`src/fbib_consts.vh`:
```
// Shared constants of the fabric bus interface bridge
`ifndef FBIB_CONSTS_VH
`define FBIB_CONSTS_VH
`define FBIB_REGION_COUNT 6
`define FBIB_REGION0_TOP 4'h3
`define FBIB_REGION1_TOP 4'h5
`define FBIB_REGION2_TOP 4'h7
`define FBIB_REGION3_TOP 4'h8
`define FBIB_REGION4_TOP 4'h9
`define FBIB_REGION5_TOP 4'hF
`define FBIB_REGION_SPAN 32'h0FFFFFFF
`define FBIB_FABRIC_ADDR_W 20
`define FBIB_SIZE_BYTE 2'h0
`define FBIB_SIZE_HALF 2'h1
`define FBIB_SIZE_WORD 2'h2
`define FBIB_TRANS_IDLE 2'h0
`define FBIB_TRANS_BUSY 2'h1
`define FBIB_TRANS_NONSEQ 2'h2
`define FBIB_TRANS_SEQ 2'h3
`endif

```
`src/fbib_bridge.v`:
```
// Fabric bus interface bridge: region decode, master and slave ports
// How it works
// Six 256 MB regions, each to one instance
// Regions 0-2 at 0x3/0x5/0x7 tops
// Regions 3-5 at 0x8/0x9/0xF tops
// One assignment vector routes both instances
// Master ports drive 20-bit byte address
// Master ports carry 32-bit write/read data
// Size: byte 00, halfword 01, word 10
// Trans: idle, busy, nonseq, seq codes
// Write high, read low on AHB
// Ready low holds current transfer
// Slave response high marks an error
// Lock marks indivisible locked sequence
// APB master has one select line
// APB enable low in setup, high after
// APB write steady through the transfer
// APB access waits for ready high
// APB slave error recorded as error
// Slave port takes 32-bit address/data
// Slave port ignores transfers without select
// Slave ready-out low inserts wait states
// Slave response high on failed transfer
// Only low 20 address bits forwarded
`timescale 1ns/1ps
`include "fbib_consts.vh"

module fbib_master_port
(
   // Clock and reset
   input wire clk,
   input wire rst,
   // Mode: high selects the APB form
   input wire useApb,
   // Request from the processor subsystem
   input wire reqValid,
   input wire [31:0] reqAddr,
   input wire reqWrite,
   input wire [1:0] reqSize,
   input wire [1:0] reqTrans,
   input wire reqLock,
   input wire [31:0] reqWdata,
   output wire reqReady,
   output reg respValid,
   output reg respError,
   output reg [31:0] respRdata,
   // AHB-Lite master toward fabric
   output wire [19:0] ahbAddr,
   output wire [31:0] ahbWdata,
   output wire ahbLock,
   output wire [1:0] ahbSize,
   output wire [1:0] ahbTrans,
   output wire ahbWrite,
   input wire ahbReady,
   input wire ahbResp,
   input wire [31:0] ahbRdata,
   // APB master toward fabric
   output wire [19:0] apbAddr,
   output wire [31:0] apbWdata,
   output wire apbSel,
   output wire apbEnable,
   output wire apbWrite,
   input wire apbReady,
   input wire apbSlvErr,
   input wire [31:0] apbRdata
);
   localparam [2:0] ST_IDLE = 3'h0;
   localparam [2:0] ST_ADDR = 3'h1;
   localparam [2:0] ST_DATA = 3'h2;
   localparam [2:0] ST_SETUP = 3'h3;
   localparam [2:0] ST_ACCESS = 3'h4;

   reg [2:0] state;
   reg [19:0] addrQ;
   reg [31:0] wdataQ;
   reg writeQ;
   reg [1:0] sizeQ;
   reg [1:0] transQ;
   reg lockQ;

   assign reqReady = (state == ST_IDLE);
   assign ahbAddr = addrQ;
   assign ahbWdata = wdataQ;
   assign ahbWrite = writeQ;
   assign ahbSize = sizeQ;
   assign ahbLock = lockQ;
   assign ahbTrans = (state == ST_ADDR) ? transQ : `FBIB_TRANS_IDLE;
   assign apbAddr = addrQ;
   assign apbWdata = wdataQ;
   assign apbWrite = writeQ;
   assign apbSel = (state == ST_SETUP) || (state == ST_ACCESS);
   assign apbEnable = (state == ST_ACCESS);

   always @(posedge clk)
   begin
      if (rst)
      begin
         state <= ST_IDLE;
         addrQ <= 20'h00000;
         wdataQ <= 32'h00000000;
         writeQ <= 1'b0;
         sizeQ <= `FBIB_SIZE_BYTE;
         transQ <= `FBIB_TRANS_IDLE;
         lockQ <= 1'b0;
         respValid <= 1'b0;
         respError <= 1'b0;
         respRdata <= 32'h00000000;
      end
      else
      begin
         respValid <= 1'b0;
         case (state)
            ST_IDLE:
            begin
               if (reqValid && reqTrans[1])
               begin
                  addrQ <= reqAddr[19:0];
                  wdataQ <= reqWdata;
                  writeQ <= reqWrite;
                  sizeQ <= reqSize;
                  transQ <= reqTrans;
                  lockQ <= reqLock;
                  state <= useApb ? ST_SETUP : ST_ADDR;
               end
               else if (!reqLock)
                  lockQ <= 1'b0;
            end
            ST_ADDR:
            begin
               if (ahbReady)
                  state <= ST_DATA;
            end
            ST_DATA:
            begin
               if (ahbReady)
               begin
                  respValid <= 1'b1;
                  respError <= ahbResp;
                  respRdata <= ahbRdata;
                  state <= ST_IDLE;
               end
            end
            ST_SETUP:
               state <= ST_ACCESS;
            ST_ACCESS:
            begin
               if (apbReady)
               begin
                  respValid <= 1'b1;
                  respError <= apbSlvErr;
                  respRdata <= apbRdata;
                  state <= ST_IDLE;
               end
            end
            default:
               state <= ST_IDLE;
         endcase
      end
   end
endmodule

module fbib_slave_port
(
   // Clock and reset
   input wire clk,
   input wire rst,
   // AHB-Lite slave from fabric master
   input wire hsSel,
   input wire [31:0] hsAddr,
   input wire [31:0] hsWdata,
   input wire hardSlaveLock,
   input wire [1:0] hsSize,
   input wire [1:0] hardSlaveTransferType,
   input wire hsWrite,
   input wire hsReady,
   output reg [31:0] hsRdata,
   output wire hardSlaveReadyOut,
   output wire hardSlaveResponse,
   // Toward subsystem slaves
   output wire subValid,
   output reg [31:0] subAddr,
   output reg subWrite,
   output reg [1:0] subSize,
   output reg subLock,
   output wire [31:0] subWdata,
   input wire subDone,
   input wire subError,
   input wire [31:0] subRdata
);
   localparam [2:0] SS_IDLE = 3'h0;
   localparam [2:0] SS_WAIT = 3'h1;
   localparam [2:0] SS_DONE = 3'h2;
   localparam [2:0] SS_ERR1 = 3'h3;
   localparam [2:0] SS_ERR2 = 3'h4;

   reg [2:0] state;
   wire open;
   wire take;

   assign open = (state == SS_IDLE) || (state == SS_DONE) ||
      (state == SS_ERR2);
   // Address phase counts only with select and a real transfer
   assign take = open && hsSel && hsReady &&
      hardSlaveTransferType[1];
   assign subValid = (state == SS_WAIT);
   assign subWdata = hsWdata;
   assign hardSlaveReadyOut = open;
   assign hardSlaveResponse = (state == SS_ERR1) ||
      (state == SS_ERR2);

   always @(posedge clk)
   begin
      if (rst)
      begin
         state <= SS_IDLE;
         subAddr <= 32'h00000000;
         subWrite <= 1'b0;
         subSize <= `FBIB_SIZE_BYTE;
         subLock <= 1'b0;
         hsRdata <= 32'h00000000;
      end
      else
      begin
         case (state)
            SS_WAIT:
            begin
               if (subDone)
               begin
                  hsRdata <= subRdata;
                  state <= subError ? SS_ERR1 : SS_DONE;
               end
            end
            SS_ERR1:
               state <= SS_ERR2;
            SS_IDLE, SS_DONE, SS_ERR2:
            begin
               if (take)
               begin
                  subAddr <= hsAddr;
                  subWrite <= hsWrite;
                  subSize <= hsSize;
                  subLock <= hardSlaveLock;
                  state <= SS_WAIT;
               end
               else
                  state <= SS_IDLE;
            end
            default:
               state <= SS_IDLE;
         endcase
      end
   end
endmodule

module fbib_bridge
(
   // Clock and reset
   input wire clk,
   input wire rst,
   // Static configuration
   input wire [5:0] regionToSecond,
   input wire [1:0] useApb,
   // Processor subsystem request
   input wire reqValid,
   input wire [31:0] reqAddr,
   input wire reqWrite,
   input wire [1:0] reqSize,
   input wire [1:0] reqTrans,
   input wire reqLock,
   input wire [31:0] reqWdata,
   output wire reqReady,
   output wire respValid,
   output wire respError,
   output wire [31:0] respRdata,
   // AHB-Lite masters, instance 1 in upper half
   output wire [39:0] ahbAddr,
   output wire [63:0] ahbWdata,
   output wire [1:0] ahbLock,
   output wire [3:0] ahbSize,
   output wire [3:0] hardMasterTransferType,
   output wire [1:0] ahbWrite,
   input wire [1:0] ahbReady,
   input wire [1:0] hardMasterResponse,
   input wire [63:0] ahbRdata,
   // APB masters
   output wire [39:0] apbAddr,
   output wire [63:0] apbWdata,
   output wire [1:0] apbSel,
   output wire [1:0] apbEnable,
   output wire [1:0] apbWrite,
   input wire [1:0] apbReady,
   input wire [1:0] periphMasterErrorIn,
   input wire [63:0] apbRdata,
   // AHB-Lite slave ports
   input wire [1:0] hsSel,
   input wire [63:0] hsAddr,
   input wire [63:0] hsWdata,
   input wire [1:0] hardSlaveLock,
   input wire [3:0] hsSize,
   input wire [3:0] hardSlaveTransferType,
   input wire [1:0] hsWrite,
   input wire [1:0] hsReady,
   output wire [63:0] hsRdata,
   output wire [1:0] hardSlaveReadyOut,
   output wire [1:0] hardSlaveResponse,
   // Subsystem side of slave ports
   output wire [1:0] subValid,
   output wire [63:0] subAddr,
   output wire [1:0] subWrite,
   output wire [3:0] subSize,
   output wire [1:0] subLock,
   output wire [63:0] subWdata,
   input wire [1:0] subDone,
   input wire [1:0] subError,
   input wire [63:0] subRdata
);
   reg [5:0] hit;
   reg missResp;
   wire inst1;
   wire mapped;
   wire [1:0] route;
   wire [1:0] portReady;
   wire [1:0] portResp;
   wire [1:0] portErr;
   wire [63:0] portRdata;
   genvar gi;

   always @*
   begin
      hit = 6'h00;
      case (reqAddr[31:28])
         `FBIB_REGION0_TOP: hit[0] = 1'b1;
         `FBIB_REGION1_TOP: hit[1] = 1'b1;
         `FBIB_REGION2_TOP: hit[2] = 1'b1;
         `FBIB_REGION3_TOP: hit[3] = 1'b1;
         `FBIB_REGION4_TOP: hit[4] = 1'b1;
         `FBIB_REGION5_TOP: hit[5] = 1'b1;
         default: hit = 6'h00;
      endcase
   end

   assign mapped = |hit;
   // One vector steers both instances exclusively
   assign inst1 = |(hit & regionToSecond);
   assign route = mapped ? {inst1, ~inst1} : 2'b00;
   // Unmapped requests are taken at once and answered with an error
   assign reqReady = mapped ? |(route & portReady) : 1'b1;
   assign respValid = (|portResp) || missResp;
   assign respError = (|(portResp & portErr)) || missResp;
   assign respRdata = portResp[1] ? portRdata[63:32] : portRdata[31:0];

   always @(posedge clk)
   begin
      if (rst)
         missResp <= 1'b0;
      else
         missResp <= reqValid && !mapped;
   end

   generate
      for (gi = 0; gi < 2; gi = gi + 1)
      begin : inst
         fbib_master_port master
         (
            .clk(clk),
            .rst(rst),
            .useApb(useApb[gi]),
            .reqValid(reqValid && route[gi]),
            .reqAddr(reqAddr),
            .reqWrite(reqWrite),
            .reqSize(reqSize),
            .reqTrans(reqTrans),
            .reqLock(reqLock),
            .reqWdata(reqWdata),
            .reqReady(portReady[gi]),
            .respValid(portResp[gi]),
            .respError(portErr[gi]),
            .respRdata(portRdata[32*gi+31:32*gi]),
            .ahbAddr(ahbAddr[20*gi+19:20*gi]),
            .ahbWdata(ahbWdata[32*gi+31:32*gi]),
            .ahbLock(ahbLock[gi]),
            .ahbSize(ahbSize[2*gi+1:2*gi]),
            .ahbTrans(hardMasterTransferType[2*gi+1:2*gi]),
            .ahbWrite(ahbWrite[gi]),
            .ahbReady(ahbReady[gi]),
            .ahbResp(hardMasterResponse[gi]),
            .ahbRdata(ahbRdata[32*gi+31:32*gi]),
            .apbAddr(apbAddr[20*gi+19:20*gi]),
            .apbWdata(apbWdata[32*gi+31:32*gi]),
            .apbSel(apbSel[gi]),
            .apbEnable(apbEnable[gi]),
            .apbWrite(apbWrite[gi]),
            .apbReady(apbReady[gi]),
            .apbSlvErr(periphMasterErrorIn[gi]),
            .apbRdata(apbRdata[32*gi+31:32*gi])
         );
         fbib_slave_port slave
         (
            .clk(clk),
            .rst(rst),
            .hsSel(hsSel[gi]),
            .hsAddr(hsAddr[32*gi+31:32*gi]),
            .hsWdata(hsWdata[32*gi+31:32*gi]),
            .hardSlaveLock(hardSlaveLock[gi]),
            .hsSize(hsSize[2*gi+1:2*gi]),
            .hardSlaveTransferType(hardSlaveTransferType[2*gi+1:2*gi]),
            .hsWrite(hsWrite[gi]),
            .hsReady(hsReady[gi]),
            .hsRdata(hsRdata[32*gi+31:32*gi]),
            .hardSlaveReadyOut(hardSlaveReadyOut[gi]),
            .hardSlaveResponse(hardSlaveResponse[gi]),
            .subValid(subValid[gi]),
            .subAddr(subAddr[32*gi+31:32*gi]),
            .subWrite(subWrite[gi]),
            .subSize(subSize[2*gi+1:2*gi]),
            .subLock(subLock[gi]),
            .subWdata(subWdata[32*gi+31:32*gi]),
            .subDone(subDone[gi]),
            .subError(subError[gi]),
            .subRdata(subRdata[32*gi+31:32*gi])
         );
      end
   endgenerate
endmodule

```
`config.mk`:
```
export PLATFORM = sky130hd
export DESIGN_NAME = fbib_bridge
export DESIGN_NICKNAME = d
export VERILOG_FILES = /design/src/fbib_bridge.v
export VERILOG_INCLUDE_DIRS = /design/src
export SDC_FILE = /design/constraint.sdc
export NUM_CORES = 1
export LEC_CHECK = 0
export ABC_AREA = 1
export ABC_CLOCK_PERIOD_IN_PS = 1600
export BUFFER_PORTS_ARGS = -buffer_cell sky130_fd_sc_hd__buf_2
export CAP_MARGIN = 10
export CORE_AREA = 5 5 345 347
export DETAILED_ROUTE_END_ITERATION = 10
export DIE_AREA = 0 0 350 352
export PLACE_DENSITY = 0.43
export SYNTH_ARGS = -nofsm -noshare
export SYNTH_HDL_FRONTEND = slang
export SYNTH_SLANG_ARGS = --single-unit
```
`constraint.sdc`:
```
create_clock -name clk -period 1.6 [get_ports clk]
set_clock_uncertainty 0.2 [all_clocks]
set_input_delay 0.16 -clock clk [delete_from_list [all_inputs] [get_ports clk]]
set_output_delay 0.16 -clock clk [all_outputs]
set_load 0.01 [all_outputs]
```
==> impl_results.md <==
- Distinct cells, synth: 28
- Worst-path clk slew: ~60 ps
- Worst Path Arrival: approximately 1700 ps
- Initial antenna violation count: 15
- Area after DPL: roughly 20000 um2
- Clock share of power: 0.412
- Synth area leader: dfxtp_1
- Final hold slack: 105.5 ps
- Clock sink total: around 330
- Syn_area_per_cell: 7.203 um2
- Critical-path cell list: or2_4, nor2_8, inv_2, buf_6, nand2_4, buf_6
- Final GP Congestion: between 0.8 and 0.9
- CTS Buf Count: between 40 and 50
- Lkg Pwr: 0.01338 uW
- Most frequent cells in the layout: buf_2, nor2_1, dlygate4sd3_1
- Worst Reg-to-Reg Cells: 11
- Ports: roughly 900
- Worst rel slew slack: 0.6061
- Via count: between 15000 and 20000
- Synth warn: 0
- CTS Root Cell: clkbuf_16
- Critical path startpoint category: flop
- Crit share post-route: 1.285
- Min cycle time layout: a little over 2000 ps
- IR drop worst, VDD: ~0.00076 V
- Slew Limit Fails: 0
- Die Wd: 350 um
- Final #Nets: about 3500
- Crit Path Max Fanout: 3
- Clock buffer depth: 3
- Slowest cell on the critical path: dfxtp_2
- Worst skew pair latency: around 590 ps
- Fmax: 0.4865 GHz
- Reg2reg end: inst[1].master.respRdata[29]$_SDFFE_PP0P_
- Top-area cell type share of the netlist area: 0.4593
- DR DRC count: 0
- Failing checks: negative setup slack
- Full die area: around 120000 um2
- Synthesized area: 14510 um2
- RSZ-0062 raised after global routing: true
- Initial DRT Pass Iterations: 5
- Initial DRC count: approximately 1000
- Rows: 125
- Core box area: about 120000 um2
- RR Startpoint: inst[1].master.state[1]$_SDFFE_PP0P_
- Min-Delay Path Class: input pin to flop
- # Max-Cap Violations: 0
- DP HPWL: roughly 56 mm
- Worst Hold Endpoint: inst[1].master.ahbAddr[19]$_SDFFE_PP0P_
- Yosys reg bits: 333
- Psw: approximately 7000 uW
- M2 GR Usage: 0.1965
- M3 GR Usage: 0.04256
- Sw Share: 0.2875
- Synth-to-layout area growth: 94.73%
- Sequential share of the synthesized area: 0.4593
- Vias in the first global route: around 17000
- Post-route design area: 28260 um2
- Final setup violation count: roughly 340
- Share of cells above drive strength 1: 0.4525
- Initial Util: 0.1256
- Crit. End Element: primary output
- Slew @ Worst Pin: between 500 and 600 ps
- Largest stage delay, worst path: approximately 320 ps
- Pin count of the biggest net entering global routing: approximately 70
- CTS tree: built
- Total GRT Usage: 0.1160
- Share of total power in combinational logic: 0.212
- Critical path required time: around 1200 ps
- Status: finished, violations left
- Commonest non-fill, non-tap cell in the layout: buf_2
- Port buffer count: 757
- Routed vias/inst: 3.742
- Post-synth net total: between 2000 and 2500
- H-tree depth: 2
- Hold Vio Cnt, Final: 0
- Post-route ant nets: 0
- Reg2reg setup slack: -390 ps
- Hold Crit Start: reqTrans[1]
- Hold Path Stages: 6
- GRT Max-Usage Layer: met2
- Pwr Density: approximately 860 nW/um2
- GRT Residual Overflow: 0
- P_int: approximately 17000 uW
- DIE HEIGHT: approximately 350 um
- Post-synthesis instance total: 2015
- Met1 usage in global routing: 0.1364
- Synth top area cells: dfxtp_1, nor2_1, buf_4
- Routed len/inst: between 15 and 20 um
- Post-Route WL: 81.61 mm
- Global-route wire length before repair: 108.3 mm
- Most frequent CP cell: buf_6
- Share of power burned in registers: 0.376
- WS Path Type: flop to primary output
- Setup ws final: -455.6 ps
==> timing repair <==
item,CTS,global route
hold buffers,340,0
endpoints found under the hold margin,333,0
resized for setup,293,501
cloned,16,29
setup buffers,19,29
endpoints found under the setup margin,384,383
pin swaps,58,89
==> cells by family (layout without fill, tap and decap cells) <==
kind of cell | count (synthesis) | count (layout) | share of synthesized area
AOI/OAI and AO/OA | 403 | 403 | 0.1453
and+or+nand+nor | 825 | 826 | 0.2199
buffers and inverters | 454 | 1530 | 0.1754
other | 0 | 4 | 0
DFF | 333 | 333 | 0.4593
==> state kept, by name, summed over array words and instances, names as in the netlist, 6 cells and up <==
signal / count
inst.master.ahbWdata: 64
inst.master.respRdata: 64
inst.slave.hsRdata: 64
inst.slave.subAddr: 64
inst.master.ahbAddr: 40
inst.master.state: 6
inst.slave.state: 6
==> area by class of cell <==
cell class | instances | area, um2
multi-input cells | 1229 | 7042
well taps | 1524 | 1907
clock buffers | 56 | 1215
diodes | 4 | 10.01
repair buffers | 1308 | 10590
clock inverters | 19 | 212.7
inverters | 147 | 596.8
fillers | 12510 | 87320
flip-flops and latches | 333 | 6695
==> layer usage <==
layer | routed length (um) | part of all wire
met1 | 33020 | 0.40
met2 | 38170 | 0.47
met3 | 7692 | 0.094
met4 | 2688 | 0.033
met5 | 35 | 0.00043
==> critical path: cells and delay by family, from the launching register on <==
kind / cells / cell delay (ps)
buffers and inverters: 3 / 280
flip-flops: 1 / 320
AND/OR/NAND/NOR: 3 / 500
==> cells in the mapped netlist <==
master and count:
dfxtp_1 333, nor2_8 1, and3_1 2, a31oi_1 66, o31ai_1 2, o21ai_0 264
or2_4 1, clkbuf_1 69, clkinv_1 2, nor3_1 1, nand2_1 381, a21oi_1 70
nor2_1 417, inv_2 7, a221o_1 1, nand3b_1 1, nand2_2 2, inv_1 138
buf_2 25, buf_4 192, buf_1 9, nand3_1 12, nand4_1 1, or2_2 2
nand4_4 1, nand3_2 1, buf_6 12, nor3_2 2
==> how the worst max path moves through the flow <==
stage | cells past startpoint | slack, ps | end | start
after floorplan | 7 | 2 | inst[1].master.state[1]$_SDFFE_PP0P_ | inst[1].master.state[1]$_SDFFE_PP0P_
after global placement | 12 | -370 | inst[0].master.state[0]$_SDFFE_PP0P_ | reqAddr[29]
after detailed placement | 12 | -350 | inst[0].master.state[0]$_SDFFE_PP0P_ | reqAddr[29]
after CTS | 6 | -550 | apbSel[1] | inst[1].master.state[0]$_SDFFE_PP0P_
after global routing | 6 | -570 | apbSel[1] | inst[1].master.state[1]$_SDFFE_PP0P_
final | 6 | -460 | apbSel[1] | inst[1].master.state[1]$_SDFFE_PP0P_
==> stage by stage <==
stage,cells,utilization,worst slack (ps),power (uW),setup TNS (ps)
3_5_place_dp,4113,0.1692,-348.8,12540,-45290
6_report,4620,0.2445,-455.6,24390,-59210
3_3_place_gp,4113,0.1692,-366.2,12540,-42840
2_1_floorplan,2015,-,1.610,10950,0
4_1_cts,4563,0.2238,-547.1,23970,-61220
5_1_grt,4618,0.2445,-572.5,25560,-92770
==> power by group through the flow <==
| stage | Clock [uW] | Combinational (uW) | Sequential, uW |
|---|---|---|---|
| 2_1_floorplan | 0 | 1610 | 9340 |
| 5_1_grt | 10800 | 5570 | 9230 |
| 3_5_place_dp | 0 | 3280 | 9260 |
| 4_1_cts | 10500 | 4390 | 9120 |
| 6_report | 10000 | 5170 | 9170 |
| 3_3_place_gp | 0 | 3290 | 9250 |
Power figures use the tool's default switching activity.
